**src/logic/macc_pkg.sv**
```systemverilog
package macc_pkg;
    // system clock phase divider: three phases per memory clock time
    localparam int unsigned CLK_HZ = 50000000;
    localparam int unsigned PHASE_COUNT = 3;
    localparam logic [1:0] PHASE_LAST = 2'h2;
    localparam logic [1:0] PHASE_P2 = 2'h1;
    localparam logic [1:0] PHASE_P3 = 2'h2;
    // board interface widths
    localparam int unsigned DATA_W = 16;
    localparam int unsigned CHECK_W = 6;
    localparam int unsigned WADDR_W = 12;
    localparam int unsigned REFADDR_W = 6;
    localparam int unsigned BANK_W = 3;
    localparam int unsigned SWAP_LO = 10;
    localparam int unsigned ADDR_W = 16;
    localparam int unsigned BYTE_W = 8;
    // state bit codes (bit a, bit b)
    localparam logic [1:0] ST_IDLE = 2'h0;
    localparam logic [1:0] ST_SELECT = 2'h2;
    localparam logic [1:0] ST_TRANSFER = 2'h3;
    localparam logic [1:0] ST_FINISH = 2'h1;
    typedef enum {MACC_IDLE, MACC_SELECT, MACC_TRANSFER, MACC_FINISH} macc_state_t;
endpackage

```
**src/logic/macc_ctrl.sv**
```systemverilog
`timescale 1ns/1ps
`default_nettype none
// Notes on behaviour
// - fixed priority per cycle: refresh, then channel, then processor
// - refresh request clears both grant flip-flops at next edge
// - both grants clear: start board refresh, block channel clock
// - low registered master reset holds refresh granted through a burst
// - channel request without power fail clears latch; grant follows at the next phase-2 time in idle
// - no channel request or power fail sets latch; processor granted
// - every operation walks all four states, three phase-2 times
// - state bits a,b: idle 00, select 10, transfer 11, finish 01
// - entering idle clears the processor cycle-complete flag
// - idle leaves for select on granted request or refresh
// - chip enable follows state bit a exactly
// - select advances to transfer on next phase-2 pulse
// - transfer of a fetch pulses the read-data strobe
// - transfer of a store writes unless a processor cycle is privileged and protected
// - transfer always advances to finish on next phase-2 pulse
// - finish sets complete flag for processor cycles; idle on phase-3
// - board word is 16 data plus 6 check bits, written active low
// - 12 low address bits out active low; refresh makes upper six
// - three board selects and 3-bit bank codes, third bit least significant
// - swap test low trades data 10-15 with check bits both ways
// - address counter exports low-byte carry, takes high-byte carry in
module macc_ctrl (
    // clock and reset
    input wire logic i_clk_sys,
    input wire logic i_reset,
    // power and arbitration inputs
    input wire logic i_registered_master_reset,
    input wire logic i_power_failing_n,
    input wire logic i_refresh_request,
    input wire logic [5:0] i_refresh_address,
    // channel side
    input wire logic i_channel_memory_request_n,
    input wire logic i_channel_store,
    input wire logic [15:0] i_channel_address,
    input wire logic [15:0] i_channel_write_data,
    // processor side
    input wire logic i_proc_cycle_request_n,
    input wire logic i_proc_store_select,
    input wire logic i_proc_addr_load_n,
    input wire logic i_proc_addr_inc_n,
    input wire logic [15:0] i_proc_load_address,
    input wire logic [15:0] i_proc_write_data,
    input wire logic i_privileged_mode,
    input wire logic i_target_protected,
    // test inputs
    input wire logic i_check_swap_test_n,
    input wire logic i_addr_high_carry_in,
    input wire logic [5:0] i_write_check,
    // board side inputs
    input wire logic [15:0] i_board_read_data,
    input wire logic [5:0] i_board_read_check,
    input wire logic i_address_accepted_n,
    // arbitration outputs
    output logic o_proc_access_grant,
    output logic o_channel_access_grant,
    output logic o_refresh_clock_block_n,
    output logic o_refresh_start_to_boards_n,
    output logic o_proc_cycle_complete_flag,
    output logic [1:0] o_cycle_state,
    output logic o_phase_p2,
    // board control
    output logic o_chip_enable,
    output logic o_write_strobe_n,
    output logic o_read_data_strobe_n,
    output logic [15:0] o_board_write_data_n,
    output logic [5:0] o_board_write_check_n,
    output logic [11:0] o_board_word_address_n,
    output logic o_board_one_select,
    output logic o_board_two_select,
    output logic o_board_three_select,
    output logic [2:0] o_board_one_bank_code,
    output logic [2:0] o_board_two_bank_code,
    // read bus and test outputs
    output logic [15:0] o_read_bus,
    output logic [5:0] o_read_check,
    output logic o_address_accepted,
    output logic o_addr_low_carry_out,
    output logic [15:0] o_proc_address
);
    logic [1:0] phase_reg;
    logic p2_en;
    logic p3_en;
    logic channel_request_latch;
    logic refresh_grant_internal;
    logic refresh_grant_internal_n;
    logic cycle_state_bit_a;
    logic cycle_state_bit_b;
    logic proc_cycle_reg;
    logic store_reg;
    logic refresh_cycle_reg;
    logic [15:0] cyc_addr;
    logic [15:0] cyc_wdata;
    logic [15:0] wdata_sel;
    logic [5:0] wcheck_sel;
    logic go_cycle;
    logic [8:0] low_sum;
    macc_pkg::macc_state_t state_reg;
    macc_pkg::macc_state_t state_next;

    // phase divider gives the phase-2 and phase-3 enables
    always_ff @(posedge i_clk_sys) begin
        if (i_reset || phase_reg == macc_pkg::PHASE_LAST) begin
            phase_reg <= 2'h0;
        end else begin
            phase_reg <= phase_reg + 2'h1;
        end
    end
    assign p2_en = (phase_reg == macc_pkg::PHASE_P2);
    assign p3_en = (phase_reg == macc_pkg::PHASE_P3);

    // grants load only in idle, but refresh or low master reset clears them mid-cycle; cycle address is held from start
    // latch low on channel request without power fail
    // latch high otherwise, giving processor access
    always_ff @(posedge i_clk_sys) begin
        if (i_reset) begin
            channel_request_latch <= 1'b1;
        end else if (p2_en && state_reg == macc_pkg::MACC_IDLE) begin
            channel_request_latch <= i_channel_memory_request_n || !i_power_failing_n;
        end
    end

    // refresh first, channel next, processor last
    // low master reset keeps grants disabled
    always_ff @(posedge i_clk_sys) begin
        if (i_reset) begin
            o_proc_access_grant <= 1'b0;
            o_channel_access_grant <= 1'b0;
        end else if (i_refresh_request || !i_registered_master_reset) begin
            o_proc_access_grant <= 1'b0;
            o_channel_access_grant <= 1'b0;
        end else if (p2_en && state_reg == macc_pkg::MACC_IDLE) begin
            o_channel_access_grant <= !channel_request_latch;
            o_proc_access_grant <= channel_request_latch;
        end
    end

    // refresh recognised with both grants clear
    assign refresh_grant_internal = !o_proc_access_grant && !o_channel_access_grant;
    assign refresh_grant_internal_n = !refresh_grant_internal;
    always_ff @(posedge i_clk_sys) begin
        if (i_reset) begin
            o_refresh_clock_block_n <= 1'b1;
            o_refresh_start_to_boards_n <= 1'b1;
        end else begin
            o_refresh_clock_block_n <= refresh_grant_internal_n;
            o_refresh_start_to_boards_n <= refresh_grant_internal_n;
        end
    end

    // start on granted request or refresh grant
    assign go_cycle = (o_channel_access_grant && !i_channel_memory_request_n)
        || (o_proc_access_grant && !i_proc_cycle_request_n)
        || refresh_grant_internal;

    // four states, one per phase-2 time except finish
    always_comb begin
        state_next = state_reg;
        case (state_reg)
            macc_pkg::MACC_IDLE: begin
                if (p2_en && go_cycle) begin
                    state_next = macc_pkg::MACC_SELECT;
                end
            end
            // select to transfer on phase 2
            macc_pkg::MACC_SELECT: begin
                if (p2_en) begin
                    state_next = macc_pkg::MACC_TRANSFER;
                end
            end
            // transfer always to finish on phase 2
            macc_pkg::MACC_TRANSFER: begin
                if (p2_en) begin
                    state_next = macc_pkg::MACC_FINISH;
                end
            end
            // back to idle on phase 3
            macc_pkg::MACC_FINISH: begin
                if (p3_en) begin
                    state_next = macc_pkg::MACC_IDLE;
                end
            end
            default: begin
                state_next = macc_pkg::MACC_IDLE;
            end
        endcase
    end

    always_ff @(posedge i_clk_sys) begin
        if (i_reset) begin
            state_reg <= macc_pkg::MACC_IDLE;
        end else begin
            state_reg <= state_next;
        end
    end

    always_comb begin
        case (state_next)
            macc_pkg::MACC_SELECT: {cycle_state_bit_a, cycle_state_bit_b} = macc_pkg::ST_SELECT;
            macc_pkg::MACC_TRANSFER: {cycle_state_bit_a, cycle_state_bit_b} = macc_pkg::ST_TRANSFER;
            macc_pkg::MACC_FINISH: {cycle_state_bit_a, cycle_state_bit_b} = macc_pkg::ST_FINISH;
            default: {cycle_state_bit_a, cycle_state_bit_b} = macc_pkg::ST_IDLE;
        endcase
    end

    // chip enable tracks state bit a
    always_ff @(posedge i_clk_sys) begin
        if (i_reset) begin
            o_cycle_state <= macc_pkg::ST_IDLE;
            o_chip_enable <= 1'b0;
            o_phase_p2 <= 1'b0;
        end else begin
            o_cycle_state <= {cycle_state_bit_a, cycle_state_bit_b};
            o_chip_enable <= cycle_state_bit_a;
            o_phase_p2 <= (phase_reg == macc_pkg::PHASE_P2 - 2'h1);
        end
    end

    // capture cycle kind, address and data when the cycle starts
    always_ff @(posedge i_clk_sys) begin
        if (i_reset) begin
            proc_cycle_reg <= 1'b0;
            refresh_cycle_reg <= 1'b0;
            store_reg <= 1'b0;
            cyc_addr <= 16'h0000;
            cyc_wdata <= 16'h0000;
        end else if (state_reg == macc_pkg::MACC_IDLE && state_next == macc_pkg::MACC_SELECT) begin
            proc_cycle_reg <= o_proc_access_grant;
            // kind held: grants may move at the start edge
            refresh_cycle_reg <= refresh_grant_internal;
            cyc_wdata <= o_channel_access_grant ? i_channel_write_data : i_proc_write_data;
            if (o_channel_access_grant) begin
                store_reg <= i_channel_store;
                cyc_addr <= i_channel_address;
            end else if (o_proc_access_grant) begin
                store_reg <= i_proc_store_select;
                cyc_addr <= o_proc_address;
            end else begin
                // refresh supplies the upper six word-address bits
                store_reg <= 1'b0;
                cyc_addr <= {4'h0, i_refresh_address, 6'h00};
            end
        end
    end

    // clear flag on idle entry; set in finish for processor cycles
    always_ff @(posedge i_clk_sys) begin
        if (i_reset) begin
            o_proc_cycle_complete_flag <= 1'b0;
        end else if (state_next == macc_pkg::MACC_FINISH && proc_cycle_reg) begin
            o_proc_cycle_complete_flag <= 1'b1;
        end else if (state_next == macc_pkg::MACC_IDLE && state_reg != macc_pkg::MACC_IDLE) begin
            o_proc_cycle_complete_flag <= 1'b0;
        end
    end

    // swap data 10-15 into check positions on store
    always_comb begin
        wdata_sel = cyc_wdata;
        wcheck_sel = i_write_check;
        if (!i_check_swap_test_n) begin
            wcheck_sel = cyc_wdata[15:10];
        end
    end

    // read strobe in fetch transfer; write gated by protection
    always_ff @(posedge i_clk_sys) begin
        if (i_reset) begin
            o_read_data_strobe_n <= 1'b1;
            o_write_strobe_n <= 1'b1;
        end else begin
            o_read_data_strobe_n <= !(state_next == macc_pkg::MACC_TRANSFER
                && state_reg != macc_pkg::MACC_TRANSFER && !store_reg && !refresh_cycle_reg);
            o_write_strobe_n <= !(state_next == macc_pkg::MACC_TRANSFER && store_reg
                && !(i_privileged_mode && i_target_protected && proc_cycle_reg));
        end
    end

    // active-low write word; low 12 address bits inverted
    // board selects and bank codes, msb first
    always_ff @(posedge i_clk_sys) begin
        if (i_reset) begin
            o_board_write_data_n <= 16'hffff;
            o_board_write_check_n <= 6'h3f;
            o_board_word_address_n <= 12'hfff;
            o_board_one_select <= 1'b0;
            o_board_two_select <= 1'b0;
            o_board_three_select <= 1'b0;
            o_board_one_bank_code <= 3'h0;
            o_board_two_bank_code <= 3'h0;
        end else begin
            o_board_write_data_n <= ~wdata_sel;
            o_board_write_check_n <= ~wcheck_sel;
            o_board_word_address_n <= ~cyc_addr[11:0];
            o_board_one_select <= !cyc_addr[15];
            o_board_two_select <= cyc_addr[15] && !(&cyc_addr[14:13]);
            o_board_three_select <= cyc_addr[15] && (&cyc_addr[14:13]);
            o_board_one_bank_code <= cyc_addr[14:12];
            o_board_two_bank_code <= cyc_addr[14:12];
        end
    end

    // read latches hold until the next fetch strobe
    // check bits replace data 10-15 on reads under test
    always_ff @(posedge i_clk_sys) begin
        if (i_reset) begin
            o_read_bus <= 16'h0000;
            o_read_check <= 6'h00;
            o_address_accepted <= 1'b0;
        end else begin
            o_address_accepted <= !i_address_accepted_n;
            if (!o_read_data_strobe_n) begin
                o_read_check <= i_board_read_check;
                if (!i_check_swap_test_n) begin
                    o_read_bus <= {i_board_read_check, i_board_read_data[9:0]};
                end else begin
                    o_read_bus <= i_board_read_data;
                end
            end
        end
    end

    // split counter with external carry between bytes
    assign low_sum = {1'b0, o_proc_address[7:0]} + 9'h001;
    always_ff @(posedge i_clk_sys) begin
        if (i_reset) begin
            o_proc_address <= 16'h0000;
            o_addr_low_carry_out <= 1'b0;
        end else begin
            o_addr_low_carry_out <= &o_proc_address[7:0];
            if (!i_proc_addr_load_n) begin
                o_proc_address <= i_proc_load_address;
            end else if (!i_proc_addr_inc_n && p3_en) begin
                o_proc_address[7:0] <= low_sum[7:0];
                o_proc_address[15:8] <= o_proc_address[15:8] + {7'h00, i_addr_high_carry_in};
            end
        end
    end
endmodule
`default_nettype wire

```
**config.mk**
```make
export PLATFORM = sky130hd
export DESIGN_NAME = macc_ctrl
export DESIGN_NICKNAME = d
export VERILOG_FILES = /design/src/logic/macc_pkg.sv /design/src/logic/macc_ctrl.sv
export SDC_FILE = /design/constraint.sdc
export NUM_CORES = 1
export LEC_CHECK = 0
export ABC_AREA = 1
export BUFFER_PORTS_ARGS = -buffer_cell sky130_fd_sc_hd__buf_2
export CORE_UTILIZATION = 49
export DETAILED_ROUTE_END_ITERATION = 16
export GPL_ROUTABILITY_DRIVEN = 0
export PLACE_DENSITY = 0.89
export SLEW_MARGIN = 5
export SYNTH_ARGS = -nofsm -noshare
export SYNTH_HDL_FRONTEND = slang
export SYNTH_SLANG_ARGS = --single-unit
```
**constraint.sdc**
```tcl
create_clock -name i_clk_sys -period 1.7 [get_ports i_clk_sys]
set_input_delay 0.085 -clock i_clk_sys [delete_from_list [all_inputs] [get_ports i_clk_sys]]
set_output_delay 0.085 -clock i_clk_sys [all_outputs]
set_load 0.05 [all_outputs]
```
==> results of run 1 <==
==> layout make-up <==
class                   count  area, µm²
inverters                  64        253
repair inverters            1       6.26
repair buffers            329       2320
flip-flops and latches    159       3190
clock buffers              19        453
well taps                 143        179
multi-input cells         491       2340
fillers                   689       2490
clock inverters            13        234
diodes                      1       2.50
==> through the flow <==
stage          setup slack [ns]  hold slack, ns  setup TNS [ns]  utilization
2_1_floorplan            0.0214           0.157               0            -
3_3_place_gp              0.120           0.241               0        0.616
3_5_place_dp             0.0291           0.248               0        0.616
4_1_cts                  0.0131          0.0127               0        0.766
5_1_grt                  -0.109          0.0688          -0.454        0.783
6_report                 0.0644          0.0684               0        0.783
==> kinds of logic after synthesis <==
kind of cell / synth area share
other: 0.000646
xor gates and xnor gates: 0.0121
AOI/OAI and AO/OA: 0.147
adders and majority gates: 0.0129
buffers and inverters: 0.0777
and+or+nand+nor: 0.201
DFF: 0.549
==> power by group <==
group | internal [W] | switching, W
clock network | 0.00284 | 0.00153
registers | 0.00382 | 0.0000711
logic | 0.000386 | 0.000504
==> routing by layer <==
layer / track usage / share of wire
met1: 0.330 / 0.36
met2: 0.560 / 0.49
met3: 0.0935 / 0.090
met4: 0.212 / 0.063
met5: 0 / 0
==> worst max-delay path by stage <==
stage	start	slack [ns]	endpoint
finish	state_reg[28]	0.06	cyc_wdata[13]
global route	state_reg[25]	-0.11	cyc_addr[4]
CTS	state_reg[26]	0.01	cyc_wdata[3]
detailed placement	state_reg[28]	0.03	cyc_wdata[3]
global placement	phase_reg[0]	0.12	o_proc_address[6]
floorplan	o_proc_address[2]	0.02	o_proc_address[7]
==> worst max-delay path, delay by kind of cell (launching register included) <==
family,cells,cell delay [ns]
and+or+nand+nor,6,0.71
AOI/OAI and AO/OA,2,0.31
DFF,1,0.30
buffers and inverters,2,0.23
==> placed cells by master (no fill, tap or decap), types with 6 or more instances in the layout <==
cell           Yosys  routed
a21oi_1           27      27
a31oi_1           30      29
buf_2              2     207
buf_4              7      12
bufinv_16          0       6
clkbuf_16          0      21
conb_1             1      30
dfxtp_1          159     152
dfxtp_2            0       7
dlygate4sd3_1      0     103
inv_1             58      55
nand2_1          157     157
nand3_1           19      18
nor2_1            97      92
nor2_2             3       6
nor3_1             9       7
o21ai_0           67      65
o21ai_1           15      16
xor2_1             7       7
==> repair_timing <==
item,4_1_cts,5_1_grt
endpoints found under the setup margin,1,46
setup buffers,0,1
pin swaps,0,8
endpoints found under the hold margin,79,0
cloned,0,5
gates resized for setup,1,26
hold buffers,103,0
==> flow_metrics.env, run 1 <==
export IMPL_hold_start="i_board_read_data[12]"
export IMPL_ys_top_cells_by_area="dfxtp_1 (55%), nand2_1 (10%), nor2_1 (6.3%)"
export IMPL_clk_latency_ns=0.42
export IMPL_std_cell_rows=39
export IMPL_period_share=0.962
export IMPL_dr_pass1_iters=6
export IMPL_leakage_nw=4.11
export IMPL_grt_max_degree=96
export IMPL_grt_overflow_total=0
export IMPL_post_route_min_period_ns=1.64
export IMPL_post_dp_cell_area_mm2=0.00707
export IMPL_area_growth_pct=54.7
export IMPL_syn_inst=724
export IMPL_grt_pass1_wl_um=31000
export IMPL_grt_pass1_vias=6427
export IMPL_max_stage_delay_ns=0.30
export IMPL_fp_coreArea_mm2=0.0115
export IMPL_yosys_area_top_type="dfxtp_1"
export IMPL_synth_seq_cells=159
export IMPL_yosysTopAreaCellShare=0.549
export IMPL_io_pins=208
export IMPL_slowest_stage="dfxtp_1"
export IMPL_end_kind="register"
export IMPL_ys_warn_count=0
export IMPL_cts_buffers_inserted=17
export IMPL_outcome="finished clean"
export IMPL_hold_viol_final=0
export IMPL_drc=0
export IMPL_drt_initial_drc_count=759
export IMPL_powerDensity_mw_per_mm2=1020
export IMPL_crit_type="reg2reg"
export IMPL_hp_class="in2reg"
export IMPL_min_to="o_read_bus[12]"
export IMPL_dieArea_mm2=0.0123
export IMPL_synth_edf_count=0
export IMPL_stdcell_count=1220
export IMPL_ys_top_cells_by_count="dfxtp_1 (159), nand2_1 (157), nor2_1 (97), o21ai_0 (67), inv_1 (58)"
export IMPL_seq_area_frac_synth=0.549
export IMPL_fin_total_pwr_w=0.00915
export IMPL_final_layout_size_suffix_gt1_frac=0.272
export IMPL_peakVddDrop_mv=0.810
export IMPL_totalWireLength_um=20500
export IMPL_max_cap_violations=0
export IMPL_layout_nets=1183
export IMPL_die_y_um=111
export IMPL_fin_skew_ns=0.00713
export IMPL_start_util=0.506
export IMPL_placed_cells=1078
export IMPL_crit_chain="nor2_1, nand2_1, nor2_1, nand2_1, nor2_4, nand2_4, inv_8, buf_12, o21ai_0, a31oi_1"
export IMPL_rr_startpoint="state_reg[28]"
export IMPL_antenna_left=0
export IMPL_cts_tree="done"
export IMPL_crit_required_ns=2.04
export IMPL_largest_reg_flops=32
export IMPL_stdcell_area_mm2=0.00897
export IMPL_num_vias=6490
export IMPL_setup_viol=0
export IMPL_async_reset_ff_frac=0
export IMPL_cp_arrival_ns=1.97
export IMPL_ys_flop_type="dfxtp_1"
export IMPL_cts_sinks=159
export IMPL_synth_area_mm2=0.00580
export IMPL_port_buffers=207
export IMPL_synth_most_common_cell="dfxtp_1"
export IMPL_synthDistinctLibCells=32
export IMPL_r2r_end="cyc_wdata[13]"
export IMPL_finalMaxSlewViolations=0
export IMPL_grt_use_total=0.320
export IMPL_antenna_found_initial=1
export IMPL_worstHoldPathCells=5
export IMPL_cts_root_buf="clkbuf_16"
export IMPL_max_freq_mhz=611
export IMPL_vias_per_cell=5.32
export IMPL_start_kind="register"
export IMPL_critPathMaxFanout=6
export IMPL_reg2reg_slack_ns=0.06
export IMPL_reg2reg_depth=10
export IMPL_clk_pin_slew_ns=0.06
export IMPL_syn_area_per_cell_um2=8.01
export IMPL_cts_path_max_buffers=2
export IMPL_fp_dieW_um=111
export IMPL_wl_per_cell_um=16.8
export IMPL_dp_hpwl_um=10100
export IMPL_cts_max_level=4
(Power assumes the default switching activity.)
==> inputs of run 2 (changes only) <==
- RECOVER_POWER: unset -> 50
==> flow_metrics.env, run 2 (synthesis results as in run 1) <==
export IMPL_outcome="finished clean"
export IMPL_grt_util_met1=0.330
export IMPL_grt_overflow_total=0
export IMPL_dr_pass1_iters=8
export IMPL_fp_dieW_um=111
export IMPL_worstHoldPathCells=5
export IMPL_totalWireLength_um=20600
export IMPL_slowest_stage="dfxtp_1"
export IMPL_cts_sinks=159
export IMPL_final_layout_size_suffix_gt1_frac=0.226
export IMPL_cts_path_max_buffers=2
export IMPL_crit_type="reg2reg"
export IMPL_grt_use_met3=0.0935
export IMPL_post_dp_cell_area_mm2=0.00707
export IMPL_area_growth_pct=53.6
export IMPL_fp_coreArea_mm2=0.0115
export IMPL_end_kind="register"
export IMPL_num_vias=6523
export IMPL_period_share=0.977
export IMPL_critPathMaxFanout=5
export IMPL_post_route_min_period_ns=1.66
export IMPL_dieArea_mm2=0.0123
export IMPL_startpoint="state_reg[28]"
export IMPL_reg2reg_depth=10
export IMPL_max_cap_violations=0
export IMPL_antenna_left=0
export IMPL_cts_max_level=4
export IMPL_clk_latency_ns=0.42
export IMPL_grt_max_degree=96
export IMPL_dp_hpwl_um=10100
export IMPL_layout_nets=1183
export IMPL_max_freq_mhz=602
export IMPL_final_cell_mix="buf_2 (158), nand2_1 (157), dfxtp_1 (152)"
export IMPL_rr_startpoint="state_reg[28]"
export IMPL_grt_pass1_wl_um=31000
export IMPL_cts_buffers_inserted=17
export IMPL_port_buffers=207
export IMPL_largest_reg_flops=32
export IMPL_start_kind="register"
export IMPL_grt_use_total=0.320
export IMPL_tightest_slew_ns=0.667
export IMPL_start_util=0.506
export IMPL_hold_viol_final=0
export IMPL_io_pins=208
export IMPL_leakage_nw=4.00
export IMPL_fin_skew_ns=0.00737
export IMPL_met2_usage=0.560
export IMPL_antenna_found_initial=1
export IMPL_peakVddDrop_mv=0.808
export IMPL_grt_pass1_vias=6427
export IMPL_cp_arrival_ns=2.00
export IMPL_vias_per_cell=5.35
export IMPL_cts_tree="done"
export IMPL_setup_viol=0
export IMPL_grt_busiest_layer="met2"
export IMPL_std_cell_rows=39
export IMPL_die_y_um=111
export IMPL_slew_headroom=0.557
export IMPL_powerDensity_mw_per_mm2=1030
export IMPL_wl_per_cell_um=16.9
export IMPL_crit_required_ns=2.04
export IMPL_final_common_cell="buf_2"
export IMPL_drt_initial_drc_count=811
export IMPL_cts_root_buf="clkbuf_16"
export IMPL_clk_pin_slew_ns=0.06
export IMPL_stdcell_area_mm2=0.00891
export IMPL_final_setup_tns_ns=0
export IMPL_fin_total_pwr_w=0.00915
export IMPL_max_stage_delay_ns=0.30
export IMPL_drc=0
export IMPL_finalMaxSlewViolations=0
export IMPL_hold_start="i_board_read_data[12]"
export IMPL_hp_class="in2reg"
export IMPL_crit_chain="nor2_1, nand2_1, nor2_1, nand2_1, nor2_4, nand2_4, inv_8, clkbuf_16, o21ai_0, a31oi_1"
[run 2: changes by cell type in the layout (fill, tap and decap cells not counted), sizes merged]
cell    before  now
clkbuf      23   74
buf        222  171
[run 2: final timing paths]
check	end	slack [ns]
setup / recovery	cyc_wdata[7]	0.04
hold / removal	o_read_bus[12]	0.07
setup reg to reg	cyc_wdata[7]	0.04
hold reg to reg	o_board_word_address_n[2]	0.39
[run 2: worst max-delay path, delay by kind of cell (launching register included)]
| family | cells | cell delay (ns) |
|---|---|---|
| simple gates | 6 | 0.71 |
| flops | 1 | 0.30 |
| compound gates | 2 | 0.30 |
| buf+inv | 2 | 0.26 |
[run 2: metrics by stage]
step                      hold WS, ns  setup slack, ns  utilization  cells
after floorplan                 0.157           0.0214            -    753
after global placement          0.241            0.120        0.616   1078
after detailed placement        0.248           0.0291        0.616   1078
after CTS                      0.0127           0.0131        0.766   1213
after global routing           0.0688           -0.109        0.777   1220
final                          0.0714           0.0389        0.777   1220
[run 2: routing by layer]
layer  vias to the layer above  wire length, µm  part of all wire
li1                       3000                -                 -
met1                      2943             7390              0.36
met2                       450            10000              0.49
met3                       130             1910             0.093
met4                         0             1250             0.060
met5                         -                0                 0
[run 2: power by group]
part | switching [W] | total, W | internal [W]
clock network | 0.00154 | 0.00437 | 0.00284
registers | 0.0000707 | 0.00389 | 0.00382
logic | 0.000505 | 0.000887 | 0.000382
total | 0.00211 | 0.00915 | 0.00704
[run 2: repair_timing]
item | CTS | global route
pin swaps | 0 | 8
endpoints found under the hold margin | 79 | 0
setup buffers | 0 | 1
hold buffers | 103 | 0
setup endpoints to repair | 1 | 46
resized for setup | 1 | 26
cloned | 0 | 5
[run 2: area by class of cell]
type                            count  area, µm²
Antenna cell                        1       2.50
Clock buffer                       19        453
Clock inverter                     13        234
Fill cell                         732       2560
Inverter                           64        253
Multi-Input combinational cell    491       2340
Sequential cell                   159       3190
Tap cell                          143        179
Timing Repair Buffer              329       2250
Timing Repair inverter              1       6.26
